### src/ebt_pkg.sv
// constants, register map and types for the eight-bit compare/pwm timer
package ebt_pkg;

    // ========================================================
    // register byte addresses (apb, one aligned word each)
    localparam logic [7:0] EBT_ADDR_CTRL = 8'h00;
    localparam logic [7:0] EBT_ADDR_COUNT = 8'h04;
    localparam logic [7:0] EBT_ADDR_COMPARE = 8'h08;
    localparam logic [7:0] EBT_ADDR_STATUS = 8'h0c;
    localparam logic [7:0] EBT_ADDR_MASK = 8'h10;
    localparam logic [7:0] EBT_ADDR_AUX = 8'h14;

    // ========================================================
    // timer_control_a field positions
    localparam int EBT_CTRL_FORCE = 7;
    localparam int EBT_CTRL_WGM1 = 6;
    localparam int EBT_CTRL_COM_HI = 5;
    localparam int EBT_CTRL_COM_LO = 4;
    localparam int EBT_CTRL_WGM0 = 3;
    localparam int EBT_CTRL_CS_HI = 2;

    // status / mask bit positions
    localparam int EBT_ST_OVF = 0;
    localparam int EBT_ST_CMP = 1;

    // aux register bit positions
    localparam int EBT_AUX_ASYNC = 0;
    localparam int EBT_AUX_PRESC_RST = 1;
    localparam int EBT_AUX_PIN_DIR = 2;

    // ========================================================
    // counter limits and reset values
    localparam logic [7:0] EBT_MAX = 8'hff;
    localparam logic [7:0] EBT_BOTTOM = 8'h00;
    localparam logic [7:0] EBT_RST_CTRL = 8'h00;
    localparam logic [7:0] EBT_RST_COUNT = 8'h00;
    localparam logic [7:0] EBT_RST_COMPARE = 8'h00;

    // prescaler: width and log2 of each divided tap (/8 ... /1024)
    localparam int EBT_PRESC_W = 10;
    localparam int EBT_NUM_TAPS = 6;
    localparam int EBT_TAP_LOG2 [EBT_NUM_TAPS] = '{3, 5, 6, 7, 8, 10};

    // ========================================================
    // waveform modes, code is {wgm1, wgm0}
    typedef enum logic [1:0]
    {
        EBT_MODE_NORMAL = 2'b00,
        EBT_MODE_PHASE_PWM = 2'b01,
        EBT_MODE_CLEAR_ON_MATCH = 2'b10,
        EBT_MODE_FAST_PWM = 2'b11
    } ebt_mode_t;

    // compare output actions
    typedef enum logic [1:0]
    {
        EBT_COM_OFF = 2'b00,
        EBT_COM_TOGGLE = 2'b01,
        EBT_COM_CLEAR = 2'b10,
        EBT_COM_SET = 2'b11
    } ebt_com_t;

endpackage

### src/ebt_timer.sv
// eight-bit timer/counter with one compare channel, pwm modes and apb registers
`timescale 1ns/10ps

module ebt_timer
    import ebt_pkg::*;
(
    // clock and reset
    input wire logic pclk,
    input wire logic presetn,
    // apb slave
    input wire logic psel,
    input wire logic penable,
    input wire logic pwrite,
    input wire logic [7:0] paddr,
    input wire logic [31:0] pwdata,
    output logic [31:0] prdata,
    output logic pready,
    output logic pslverr,
    // asynchronous timer oscillator input, sampled on pclk
    input wire logic async_osc_in,
    // interrupt vector acknowledge pulses
    input wire logic ack_overflow,
    input wire logic ack_compare,
    // compare output pin and interrupt
    output logic compare_output_pin,
    output logic compare_output_oe,
    output logic compare_pin_override,
    output logic irq
);

    // ========================================================
    // state
    typedef struct packed
    {
        logic [6:0] ctrl;
        logic [7:0] count;
        logic [7:0] ocr_buf;
        logic [7:0] ocr;
        logic down;
        logic block;
        logic wave;
        logic [1:0] status;
        logic [1:0] mask;
        logic async_sel;
        logic pin_dir;
        logic [EBT_PRESC_W-1:0] presc;
        logic osc_prev;
        logic [31:0] rdata;
        logic err;
    } ebt_state_t;
    ebt_state_t st;
    ebt_state_t next_st;
    logic setup_ph, wr_en, addr_ok, src_tick, timer_tick;
    logic [EBT_NUM_TAPS-1:0] tap_tick;
    ebt_mode_t mode;
    ebt_com_t com;

    // ========================================================
    // bus phase decode; zero wait states keep the master simple
    assign setup_ph = psel && !penable;
    assign wr_en = psel && penable && pwrite;
    assign pready = 1'b1;
    assign prdata = st.rdata;
    assign pslverr = st.err;
    // address decode for the error answer; read capture decodes paddr on its own
    always_comb
    begin
        case (paddr)
            EBT_ADDR_CTRL, EBT_ADDR_COUNT, EBT_ADDR_COMPARE,
            EBT_ADDR_STATUS, EBT_ADDR_MASK, EBT_ADDR_AUX: addr_ok = 1'b1;
            default: addr_ok = 1'b0;
        endcase
    end
    // current mode and output action
    assign mode = ebt_mode_t'({st.ctrl[EBT_CTRL_WGM1], st.ctrl[EBT_CTRL_WGM0]});
    assign com = ebt_com_t'(st.ctrl[EBT_CTRL_COM_HI:EBT_CTRL_COM_LO]);

    // ========================================================
    // source clock: every pclk, or each rising edge of the oscillator input
    assign src_tick = st.async_sel ? (async_osc_in && !st.osc_prev) : 1'b1;
    // divided taps; a tap fires when its low prescaler bits are all ones
    genvar gi;
    generate
        for (gi = 0; gi < EBT_NUM_TAPS; gi = gi + 1)
        begin : g_tap
            assign tap_tick[gi] = src_tick && (&st.presc[EBT_TAP_LOG2[gi]-1:0]);
        end
    endgenerate
    // clock select multiplexer
    always_comb
    begin
        case (st.ctrl[EBT_CTRL_CS_HI:0])
            3'h0: timer_tick = 1'b0;
            3'h1: timer_tick = src_tick;
            3'h2: timer_tick = tap_tick[0];
            3'h3: timer_tick = tap_tick[1];
            3'h4: timer_tick = tap_tick[2];
            3'h5: timer_tick = tap_tick[3];
            3'h6: timer_tick = tap_tick[4];
            3'h7: timer_tick = tap_tick[5];
            default: timer_tick = 1'b0;
        endcase
    end

    // ========================================================
    // next state
    always_comb
    begin
        logic [7:0] top;
        logic at_top, match, special, ovf_ev, cmp_ev, force_ev;
        ebt_mode_t wmode;
        ebt_com_t wcom;
        top = EBT_MAX;
        at_top = 1'b0;
        match = 1'b0;
        special = 1'b0;
        ovf_ev = 1'b0;
        cmp_ev = 1'b0;
        force_ev = 1'b0;
        wmode = ebt_mode_t'({pwdata[EBT_CTRL_WGM1], pwdata[EBT_CTRL_WGM0]});
        wcom = ebt_com_t'(pwdata[EBT_CTRL_COM_HI:EBT_CTRL_COM_LO]);
        next_st = st;
        next_st.osc_prev = async_osc_in;
        // prescaler advances on source ticks; reset strobe wins
        if (src_tick)
        begin
            next_st.presc = st.presc + 1'b1;
        end
        if (wr_en && paddr == EBT_ADDR_AUX && pwdata[EBT_AUX_PRESC_RST])
        begin
            next_st.presc = '0;
        end
        // top value and compare event for this timer clock
        if (mode == EBT_MODE_CLEAR_ON_MATCH)
        begin
            top = st.ocr;
        end
        at_top = (st.count == top);
        match = timer_tick && !st.block && (st.count == st.ocr);
        special = (st.ocr == EBT_MAX) && com[1] &&
                  (mode == EBT_MODE_FAST_PWM || mode == EBT_MODE_PHASE_PWM);
        // ------------------------------------------------
        // counting sequence and overflow events
        if (timer_tick)
        begin
            next_st.block = 1'b0;
            case (mode)
                EBT_MODE_PHASE_PWM:
                begin
                    if (!st.down)
                    begin
                        if (st.count == EBT_MAX)
                        begin
                            next_st.down = 1'b1;
                            next_st.count = st.count - 1'b1;
                            next_st.ocr = st.ocr_buf;
                        end
                        else
                        begin
                            next_st.count = st.count + 1'b1;
                        end
                    end
                    else
                    begin
                        if (st.count == EBT_BOTTOM)
                        begin
                            next_st.down = 1'b0;
                            next_st.count = st.count + 1'b1;
                            ovf_ev = 1'b1;
                        end
                        else
                        begin
                            next_st.count = st.count - 1'b1;
                        end
                    end
                end
                EBT_MODE_CLEAR_ON_MATCH:
                begin
                    ovf_ev = (st.count == EBT_MAX);
                    // a match at top clears the counter; forced matches never do
                    if (at_top && !st.block)
                    begin
                        next_st.count = EBT_BOTTOM;
                    end
                    else
                    begin
                        next_st.count = st.count + 1'b1;
                    end
                end
                EBT_MODE_FAST_PWM:
                begin
                    ovf_ev = (st.count == EBT_MAX);
                    next_st.count = st.count + 1'b1;
                    if (st.count == EBT_MAX)
                    begin
                        next_st.ocr = st.ocr_buf;
                    end
                end
                default:
                begin
                    ovf_ev = (st.count == EBT_MAX);
                    next_st.count = st.count + 1'b1;
                end
            endcase
        end
        // ------------------------------------------------
        // waveform unit
        case (mode)
            EBT_MODE_FAST_PWM:
            begin
                if (match && !special)
                begin
                    if (com == EBT_COM_CLEAR)
                    begin
                        next_st.wave = 1'b0;
                    end
                    else if (com == EBT_COM_SET)
                    begin
                        next_st.wave = 1'b1;
                    end
                end
                else if (timer_tick && st.count == EBT_MAX && !special)
                begin
                    // the wrap to bottom restores the idle level
                    if (com == EBT_COM_CLEAR)
                    begin
                        next_st.wave = 1'b1;
                    end
                    else if (com == EBT_COM_SET)
                    begin
                        next_st.wave = 1'b0;
                    end
                end
                else if (timer_tick && st.count == EBT_MAX && special)
                begin
                    // compare at top: match ignored, level set at top
                    next_st.wave = (com == EBT_COM_CLEAR);
                end
            end
            EBT_MODE_PHASE_PWM:
            begin
                if (timer_tick && special && st.count == EBT_MAX)
                begin
                    // take the up-counting result so the pulse stays symmetric
                    next_st.wave = (com == EBT_COM_SET);
                end
                else if (match && !special)
                begin
                    if (com == EBT_COM_CLEAR)
                    begin
                        next_st.wave = st.down;
                    end
                    else if (com == EBT_COM_SET)
                    begin
                        next_st.wave = !st.down;
                    end
                end
            end
            default:
            begin
                if (match)
                begin
                    case (com)
                        EBT_COM_TOGGLE: next_st.wave = !st.wave;
                        EBT_COM_CLEAR: next_st.wave = 1'b0;
                        EBT_COM_SET: next_st.wave = 1'b1;
                        default: next_st.wave = st.wave;
                    endcase
                end
            end
        endcase
        cmp_ev = match;
        // ------------------------------------------------
        // register writes
        if (wr_en)
        begin
            case (paddr)
                EBT_ADDR_CTRL:
                begin
                    // force bit is a strobe and is never stored
                    next_st.ctrl = pwdata[6:0];
                    force_ev = pwdata[EBT_CTRL_FORCE] &&
                               (wmode == EBT_MODE_NORMAL ||
                                wmode == EBT_MODE_CLEAR_ON_MATCH);
                end
                EBT_ADDR_COUNT:
                begin
                    next_st.count = pwdata[7:0];
                    next_st.block = 1'b1;
                end
                EBT_ADDR_COMPARE:
                begin
                    next_st.ocr_buf = pwdata[7:0];
                    if (mode == EBT_MODE_NORMAL || mode == EBT_MODE_CLEAR_ON_MATCH)
                    begin
                        next_st.ocr = pwdata[7:0];
                    end
                end
                EBT_ADDR_MASK: next_st.mask = pwdata[1:0];
                EBT_ADDR_AUX:
                begin
                    next_st.async_sel = pwdata[EBT_AUX_ASYNC];
                    next_st.pin_dir = pwdata[EBT_AUX_PIN_DIR];
                end
                default: next_st.err = st.err;
            endcase
        end
        // forced match: output only, no flag, no counter clear
        if (force_ev)
        begin
            case (wcom)
                EBT_COM_TOGGLE: next_st.wave = !st.wave;
                EBT_COM_CLEAR: next_st.wave = 1'b0;
                EBT_COM_SET: next_st.wave = 1'b1;
                default: next_st.wave = st.wave;
            endcase
        end
        // ------------------------------------------------
        // sticky flags: write one or vector ack clears, a new event wins
        if (wr_en && paddr == EBT_ADDR_STATUS)
        begin
            next_st.status = st.status & ~pwdata[1:0];
        end
        // acks clear first, events set last so a coincident event is kept
        next_st.status = next_st.status & ~{ack_compare, ack_overflow};
        next_st.status = next_st.status | {cmp_ev, ovf_ev};
        // ------------------------------------------------
        // read data captured in the setup cycle, answered in access
        if (setup_ph)
        begin
            next_st.err = !addr_ok;
            next_st.rdata = 32'h0000_0000;
            if (!pwrite)
            begin
                case (paddr)
                    EBT_ADDR_CTRL: next_st.rdata = {24'h000000, 1'b0, st.ctrl};
                    EBT_ADDR_COUNT: next_st.rdata = {24'h000000, st.count};
                    EBT_ADDR_COMPARE: next_st.rdata = {24'h000000, st.ocr_buf};
                    EBT_ADDR_STATUS: next_st.rdata = {30'h00000000, st.status};
                    EBT_ADDR_MASK: next_st.rdata = {30'h00000000, st.mask};
                    EBT_ADDR_AUX: next_st.rdata = {29'h00000000, st.pin_dir, 1'b0,
                                                   st.async_sel};
                    default: next_st.rdata = 32'h0000_0000;
                endcase
            end
        end
    end

    // ========================================================
    // state register
    always_ff @(posedge pclk or negedge presetn)
    begin
        if (!presetn)
        begin
            st <= '0;
            st.ctrl <= EBT_RST_CTRL[6:0];
            st.count <= EBT_RST_COUNT;
            st.ocr_buf <= EBT_RST_COMPARE;
            st.ocr <= EBT_RST_COMPARE;
        end
        else
        begin
            st <= next_st;
        end
    end

    // ========================================================
    // pin and interrupt outputs
    assign compare_pin_override = (com != EBT_COM_OFF);
    assign compare_output_oe = (com != EBT_COM_OFF) && st.pin_dir;
    assign compare_output_pin = st.wave;
    assign irq = |(st.status & st.mask);

endmodule

### config.mk
export PLATFORM = sky130hd
export DESIGN_NAME = ebt_timer
export DESIGN_NICKNAME = d
export VERILOG_FILES = /design/src/ebt_pkg.sv /design/src/ebt_timer.sv
export SDC_FILE = /design/constraint.sdc
export NUM_CORES = 1
export LEC_CHECK = 0
export BUFFER_PORTS_ARGS = -buffer_cell sky130_fd_sc_hd__buf_4
export CAP_MARGIN = 40
export CORE_ASPECT_RATIO = 1.25
export CORE_MARGIN = 2
export CORE_UTILIZATION = 51
export DETAILED_ROUTE_END_ITERATION = 8
export PLACE_DENSITY = 0.78
export SLEW_MARGIN = 10
export SYNTH_ARGS = -nofsm -noshare
export SYNTH_HDL_FRONTEND = slang
export SYNTH_SLANG_ARGS = --single-unit
### constraint.sdc
create_clock -name pclk -period 2.5 [get_ports pclk]
set_input_delay 0 -clock pclk [delete_from_list [all_inputs] [get_ports pclk]]
set_output_delay 0 -clock pclk [all_outputs]
set_load 0.02 [all_outputs]
==> results of run 1 <==
[final cells by class]
cell class	count	area [um^2]	area share
Multi-Input combinational cell	369	2480	0.502
Sequential cell	60	1500	0.303
Timing Repair Buffer	72	606	0.122
Clock buffer	10	138	0.0278
Tap cell	97	121	0.0245
Inverter	16	60.1	0.0121
Clock inverter	6	38.8	0.00784
[tightest hold or removal path: cells and delay by family]
family / cells / cell delay, ns
buffers and inverters: 1 / 0.17
and+or+nand+nor: 1 / 0.13
AOI/OAI and AO/OA: 1 / 0.09
[through the flow]
stage          setup WS [ns]  hold WS [ns]  utilization  total power [mW]  cell area [um^2]
4_1_cts              0.00986        0.0784        0.596              2.65              4910
5_1_grt              0.00163         0.112        0.601              2.81              4950
6_report               0.115        0.0843        0.601              2.65              4950
2_1_floorplan         0.0591        -0.296            -              1.67              4400
3_5_place_dp         -0.0296         0.122        0.559              1.84              4600
3_3_place_gp          0.0606         0.115        0.559              1.81              4600
[kinds of logic after synthesis]
group / share of synthesized area
adders and majority gates: 0.0319
other: 0.00174
muxes: 0.0983
and+or+nand+nor: 0.195
buffers and inverters: 0.105
DFF: 0.348
AOI/OAI and AO/OA: 0.175
xor gates and xnor gates: 0.0447
[metal layers]
layer,vias up,share of wire
met5,-,0
met4,0,0.054
met3,46,0.046
met2,154,0.49
met1,1767,0.41
li1,1744,-
[worst paths after layout]
check                             to  slack [ns]  cells past startpoint
max in group asynchronous     st[75]        1.73                      2
setup / recovery              st[76]        0.11                      7
hold / removal                st[47]        0.08                      3
min in group asynchronous     st[76]        0.24                      2
setup reg to reg              st[76]        0.11                      7
hold reg to reg            prdata[4]        0.48                      2
[power by group]
group | leakage [nW] | switching [mW] | internal [mW]
Combinational | 1.31 | 0.360 | 0.307
Clock | 0.0885 | 0.410 | 0.384
Sequential | 0.803 | 0.119 | 1.07
Total | 2.20 | 0.889 | 1.76
[what timing repair did]
item                       in CTS  in global routing
resized for setup               1                  7
hold buffers                   13                  0
setup endpoints to repair       7                 12
pin swaps                       0                  3
hold endpoints to repair       96                  0
[state kept, by name, indices dropped and copies added, names as in the netlist]
name and cells:
com 2, compare_output_pin 1, mode 2, prdata 8
pslverr 1, st 46
[cells in the mapped netlist (2+ instances only)]
cell type   n
a211oi_1    2
a21oi_1    29
a221oi_1    3
a222oi_1    2
a22o_1      4
a22oi_1    12
a31oi_1     5
a32o_1      2
and2_1      3
and2_2      2
and3_1      6
and4_1      2
buf_2       6
buf_4      34
buf_6       5
clkbuf_1   10
conb_1      2
dfrtp_1    60
ha_1       11
inv_1      16
mux2_2     27
mux2i_1    12
nand2_1    54
nand2b_1    5
nand3_1    11
nand4_1     6
nor2_1     37
nor2_2      2
nor2b_1     4
nor3_1      7
nor4_1      2
o211ai_4    2
o21ai_0    28
o21ai_1     2
o31ai_1     2
or3_1       2
xnor2_1    14
xor2_1      8
==> reports/metrics.cfg, run 1 <==
[status]
outcome = complete, no violations

[synthesis]
postSynthCellCount = 478
ys_async_sr_fraction = 1.00
ys_ff_latch = 60
synth_ff_type = dfrtp_1
synth-edff-count = 0
syn_area_um2 = 4320
seq_area_frac_synth = 0.348
synth_cell_types = 75
synthTopCellsByArea = dfrtp_1, mux2_2, buf_4
synth_top_cell_by_area = dfrtp_1
netlist.area_leader.share = 0.348
synth.avg_cell_area_um2 = 9.03
ys_warn_count = 0

[grt]
antenna_found_initial = 0
grt_pass1_wl_um = 17900
grt_usage = 0.253
grt.busiest_layer = met2
grt_max_degree = 61
grt_pass1_vias = 3633
grt_overflow_total = 0
met1_usage = 0.299
grt_use_met3 = 0.0439
met2_usage = 0.424

[placed_design]
gp_congestion = 1.03
dpl.hpwl_um = 8080
io_buffer_count = 36
dp.cells = 601

[route]
drt_first_pass_iters = 5
detail-route-antenna-nets = 0
drt_iter0_markers = 280
drt_wl_total_um = 10900
routedWlPerCell_um = 17.3
drc = 0
routed_via_density = 5.89
vias = 3711

[cells_and_area]
layout_commonest_cell = dfrtp_1
most-common-layout-cells = dfrtp_1, buf_4, nand2_1, nor2_1
diodes = 0
drive_gt1_frac = 0.244
stdcell_count = 630
syn2layout_area_growth_pct = 14.7
nNetsFinal = 587
fillCellCount = 703

[power_and_ir_drop]
ir_worst_vdd_uv = 449
p_leak_nw = 2.20
power-per-cell-area_nw_per_um2 = 535

[clocking]
clk_path_buf_depth = 2
cts_root_buffer = clkbuf_8
cts_buffers = 9
cts_setup_buffers = 0
clk_pin_slew_ns = 0.07
cts_tree = built
clock-sinks = 60
htree_levels = 3
worstSkewPairLatency_ns = 0.36

[critical_path]
critPathKind = register to register
arrival_ns = 2.62
critPathTopFamily = simple AND/OR/NAND/NOR gates
crit_buf_inv = 0
cp-startpoint = st[72]
slowest_delay_ns = 0.53
cp-end-kind = register
cp_slowest_cell = dfrtp_1
path_cells = nor4_1 > nand3_1 > a21o_4 > and3_4 > a221oi_1 > o21ai_1 > mux2_2
start_kind = register
timing.rr.start = st[72]
crit_fanout = 12
crit_required_ns = 2.74

[min_path]
min-delay-start = paddr[4]
hp-class = primary input to register

[floorplan]
die_height_um = 107
dieArea_um2 = 9220
start_util = 0.524
ios = 86
die_x_um = 86.3
fp.coreArea_um2 = 8240
std_cell_rows = 37

[sta]
setup_viol = 0
worst_pin_slew_ns = 0.768
fin_crit_ns = 2.39
final_max_slew_viol_count = 0
slew_headroom = 0.488
rsz0062_at_grt = no
finalSetupTns_ns = 0
clock.fmax_mhz = 419
min_period_over_period = 0.954
skew_ns = 0.0117
hold_violations = 0

[run]
cap_violations = 0

No activity file was read; power rests on OpenSTA's default activity.
==> inputs of run 2 (changes only) <==
CORE_UTILIZATION = 60   (was 51)
PLACE_DENSITY = 0.86   (was 0.78)
RECOVER_POWER = 25   (was default)
clock period = 3.1 ns   (was 2.5 ns; I/O delays follow)
==> run 2 against run 1 <==
Against the previous run:
- the run now ends with capacitance limit, slew limit left
- critical path depth rose by 4
- non-clock buffer count fell by 19
- power is 16% lower
- critical path type unchanged
==> reports/metrics.cfg, run 2 (synthesis gave the netlist of run 1 again) <==
[status]
outcome = finished with violations
violations = capacitance limit, slew limit

[power_and_ir_drop]
power_switching_mw = 0.699
totalPowerFinal_mw = 2.23
switching_share = 0.313
seqPwrFrac = 0.441
clkPwrFrac = 0.347
p_int_mw = 1.54
pwr-share-comb = 0.212
ir_worst_vdd_uv = 444
p_leak_nw = 2.08
power-per-cell-area_nw_per_um2 = 472

[placed_design]
dp.cells = 577
dpl.hpwl_um = 7710
io_buffer_count = 36
place_area_um2 = 4440
gp_congestion = 0.975

[grt]
met2_usage = 0.467
antenna_found_initial = 0
grt_pass1_wl_um = 17300
grt.busiest_layer = met2
met1_usage = 0.365
grt_usage = 0.284
grt_use_met3 = 0.0485
grt_max_degree = 61
grt_overflow_total = 0
grt_pass1_vias = 3508

[clocking]
cts_buffers = 9
cts_setup_buffers = 0
worstSkewPairLatency_ns = 0.34
cts-resized-gates = 0
clk_path_buf_depth = 2
cts_tree = built
htree_levels = 3
clk_pin_slew_ns = 0.07
clock-sinks = 60
cts_root_buffer = clkbuf_8

[critical_path]
cp_slowest_cell = o32ai_2
path_cells = ha_1 > and3_1 > ha_1 > nand2b_1 > a21oi_1 > o32ai_2 > buf_4 > a21oi_1 > o21a_1 > o21ba_2 > mux2_2
reg2regPathDepth = 11
crit_buf_inv = 1
reg2reg_to = compare_output_pin
timing.rr.start = st[34]
crit_fanout = 16
crit_required_ns = 3.33
r2r_setup_slack_ns = 0.46
critPathKind = register to register
cp-end-kind = register
slowest_delay_ns = 0.45
arrival_ns = 2.87
start_kind = register
critPathTopFamily = compound AO/OA/AOI/OAI gates

[cells_and_area]
seq_area_um2 = 1500
nNetsFinal = 568
stdcell_count = 604
syn2layout_area_growth_pct = 9.71
diodes = 0
layout_commonest_cell = dfrtp_1
most-common-layout-cells = dfrtp_1, nand2_1, nor2_1, buf_4, a21oi_1
largest_reg_flops = 46
top_register = st
multi_input_area_um2 = 2450
fin_area_um2 = 4730
fillCellCount = 587
drive_gt1_frac = 0.189

[min_path]
hp-class = primary input to register
hold_end = st[49]
min-delay-start = ack_compare
holdPathStages = 3

[floorplan]
ios = 86
die_x_um = 79.9
std_cell_rows = 34
dieArea_um2 = 7890
fp.coreArea_um2 = 6980
die_height_um = 98.8
start_util = 0.619

[sta]
final_max_slew_viol_count = 60
min_period_over_period = 0.852
rsz0062_at_grt = no
slew_headroom = -0.00389
hold_slack_ns = 0.00582
finalSetupTns_ns = 0
skew_ns = 0.00819
hold_violations = 0
setup_viol = 0
clock.fmax_mhz = 378
worst_pin_slew_ns = 1.51
fin_crit_ns = 2.64

[route]
drt_wl_total_um = 10400
vias = 3656
routedWlPerCell_um = 17.2
drt_first_pass_iters = 5
routed_via_density = 6.05
detail-route-antenna-nets = 0
drc = 0
drt_iter0_markers = 350

[run]
cap_violations = 1

[run 2: changes by cell type in the layout (fill, tap and decap cells not counted), sizes merged]
| cell | before | now |
|---|---|---|
| clkbuf | 10 | 22 |
| inv | 17 | 16 |
| clkinvlp | 2 | 0 |
| dlygate4sd3 | 13 | 11 |
| buf | 59 | 31 |
| bufinv | 0 | 2 |
[run 2: metrics by stage]
step                 util  setup slack (ns)
global placement    0.637             0.495
global route        0.679             0.209
finish              0.679             0.458
CTS                 0.684             0.421
detailed placement  0.637             0.434
floorplan               -             0.659
[run 2: power groups by stage]
stage               registers (mW)  logic, mW  clock network [mW]
detailed placement           0.996      0.460                   0
global route                 0.997      0.532               0.826
global placement             0.994      0.447                   0
floorplan                    0.945      0.399                   0
finish                       0.985      0.473               0.775
CTS                          0.982      0.474               0.785
[run 2: layout make-up]
| type | count | area share |
|---|---|---|
| multi-input cells | 369 | 0.518 |
| flip-flops and latches | 60 | 0.317 |
| repair buffers | 53 | 0.0822 |
| clock buffers | 11 | 0.0277 |
| well taps | 90 | 0.0238 |
| clock inverters | 5 | 0.0182 |
| inverters | 16 | 0.0127 |
[run 2: tightest hold or removal path, stage by stage]
cell and delay, ns:
buf_4 0.11, inv_1 0.06, a32o_1 0.15
[run 2: worst max-delay path by stage]
stage	from	to	slack, ns	cells after the start
after global routing	st[34]	compare_output_pin	0.21	11
after detailed placement	st[34]	compare_output_pin	0.43	11
after floorplan	st[69]	st[76]	0.66	11
after global placement	st[34]	compare_output_pin	0.50	11
final	st[34]	compare_output_pin	0.46	11
after CTS	st[34]	compare_output_pin	0.42	11
[run 2: what timing repair did]
item	CTS	global route
endpoints found under the setup margin	0	0
hold buffers	11	0
hold endpoints to repair	93	0
[run 2: layer usage]
layer	vias to the layer above	routed length, um	part of all wire
li1	1713	-	-
met1	1756	4280	0.41
met2	160	5190	0.50
met3	27	576	0.055
met4	0	357	0.034
met5	-	0	0
==> inputs of run 3 (changes only) <==
==> constraint.sdc (replaced) <==
create_clock -name pclk -period 3.1 [get_ports pclk]
set_input_delay 0 -clock pclk [delete_from_list [all_inputs] [get_ports pclk]]
set_output_delay 0 -clock pclk [all_outputs]
set_load 0.005 [all_outputs]
==> run 3 against run 2 <==
Against the previous run:
- the flow now finishes without violations
- register-to-register slack about the same
- largest cell class unchanged
- die area unchanged
- via count increased by 0.25%
- sequential power about the same
- core utilization increased by 0.43 points
- highest routed layer unchanged
- combinational power decreased by 4.2%
- first-iteration DRC count increased by 1.7%
- critical path depth unchanged
==> reports/metrics.cfg, run 3 (synthesis gave the netlist of run 1 again) <==
[sta]
slew_headroom = 0.0118
skew_ns = 0.0103
finalSetupTns_ns = 0
rsz0062_at_grt = no
min_period_over_period = 0.853
fin_crit_ns = 2.65
setup_viol = 0
clock.fmax_mhz = 378
final_max_slew_viol_count = 0
fin_ws_ns = 0.454
hold_violations = 0
worst_pin_slew_ns = 1.48

[route]
drc = 0
routedWlPerCell_um = 17.2
drt_iter0_markers = 356
detail-route-antenna-nets = 0
vias = 3665
routed_via_density = 6.07
drt_wl_total_um = 10400
drt_first_pass_iters = 6

[clocking]
cts-resized-gates = 0
cts_buffers = 9
cts_root_buffer = clkbuf_8
clk_pin_slew_ns = 0.08
clock-sinks = 60
clk_path_buf_depth = 2
cts_tree = built
htree_levels = 3
worstSkewPairLatency_ns = 0.34
cts_hold_buf = 11
cts_setup_buffers = 0

[critical_path]
slowest_delay_ns = 0.45
critPathTopFamily = compound AO/OA/AOI/OAI gates
cp_slowest_cell = o32ai_2
critPathKind = register to register
cp-end-kind = register
start_kind = register
path_cells = ha_1 > and3_1 > ha_1 > nand2b_1 > a21oi_1 > o32ai_2 > buf_4 > a21oi_1 > o21a_1 > o21ba_2 > mux2_2
crit_buf_inv = 1
crit_required_ns = 3.33
arrival_ns = 2.87
crit_fanout = 16

[cells_and_area]
most-common-layout-cells = dfrtp_1, nand2_1, nor2_1, buf_4, a21oi_1
top_register = st
layout_commonest_cell = dfrtp_1
fillCellCount = 577
largest_reg_flops = 46
drive_gt1_frac = 0.204
nNetsFinal = 568
syn2layout_area_growth_pct = 10.4
diodes = 0

[placed_design]
place_ws_ns = 0.434
dpl.hpwl_um = 7710
io_buffer_count = 36
gp_congestion = 0.975

[power_and_ir_drop]
totalPowerFinal_mw = 2.22
clkPwrFrac = 0.352
p_int_mw = 1.54
power-per-cell-area_nw_per_um2 = 466
p_leak_nw = 2.11
switching_share = 0.307
seqPwrFrac = 0.444
pwr-share-comb = 0.204
ir_worst_vdd_uv = 449
power_switching_mw = 0.682

[floorplan]
dieArea_um2 = 7890
fp.coreArea_um2 = 6980
die_x_um = 79.9
die_height_um = 98.8
start_util = 0.619
ios = 86
std_cell_rows = 34

[status]
outcome = complete, no violations

[grt]
grt_pass1_wl_um = 17300
grt_overflow_total = 0
grt_pass1_vias = 3508
grt_usage = 0.284
antenna_found_initial = 0
grt_max_degree = 61

[run]
cap_violations = 0

[min_path]
hp-class = primary input to register

[run 3: changes by cell type in the layout (fill, tap and decap cells not counted)]
cell / before / now
clkbuf_4: 1 / 10
clkbuf_1: 11 / 3
buf_4: 31 / 30
[run 3: stage by stage]
stage / utilization / area [um^2] / cells / hold slack, ns
floorplan: - / 4400 / 501 / -0.296
global placement: 0.637 / 4440 / 577 / 0.115
detailed placement: 0.637 / 4440 / 577 / 0.120
CTS: 0.684 / 4770 / 604 / 0.00530
global route: 0.683 / 4760 / 604 / 0.00925
finish: 0.683 / 4760 / 604 / 0.00335
[run 3: power by group through the flow]
stage | logic, mW | clock network (mW) | registers (mW)
finish | 0.453 | 0.780 | 0.985
CTS | 0.451 | 0.785 | 0.982
global route | 0.511 | 0.826 | 0.997
detailed placement | 0.438 | 0 | 0.996
global placement | 0.424 | 0 | 0.994
floorplan | 0.377 | 0 | 0.943
[run 3: final timing paths]
path,start,endpoint,slack (ns),cells after the start
setup / recovery,st[34],compare_output_pin,0.45,11
hold / removal,ack_compare,st[49],0.003,3
setup reg to reg,st[34],compare_output_pin,0.45,11
hold reg to reg,prdata[2],prdata[2],0.49,2
max in group asynchronous,presetn,st[70],1.66,2
min in group asynchronous,presetn,st[33],0.56,2
[run 3: worst register-to-register path, stage by stage (launching register included)]
cell and delay, ns:
dfrtp_1 0.38, ha_1 0.22, and3_1 0.17, ha_1 0.12, nand2b_1 0.09, a21oi_1 0.10
o32ai_2 0.45, buf_4 0.30, a21oi_1 0.09, o21a_1 0.17, o21ba_2 0.20, mux2_2 0.25
[run 3: layer usage]
layer,vias to the layer above,GRT usage,wire (um)
met5,-,0,0
met4,0,0.132,387
met1,1775,0.365,4370
met3,33,0.0485,475
li1,1713,-,-
met2,144,0.467,5170
[run 3: cell type report]
class                   count  area, um^2  share of cell area
multi-input cells         369        2450               0.515
inverters                  16        60.1              0.0126
clock inverters             5        86.3              0.0181
well taps                  90         113              0.0236
clock buffers              11         131              0.0276
flip-flops and latches     60        1500               0.315
repair buffers             53         419              0.0880
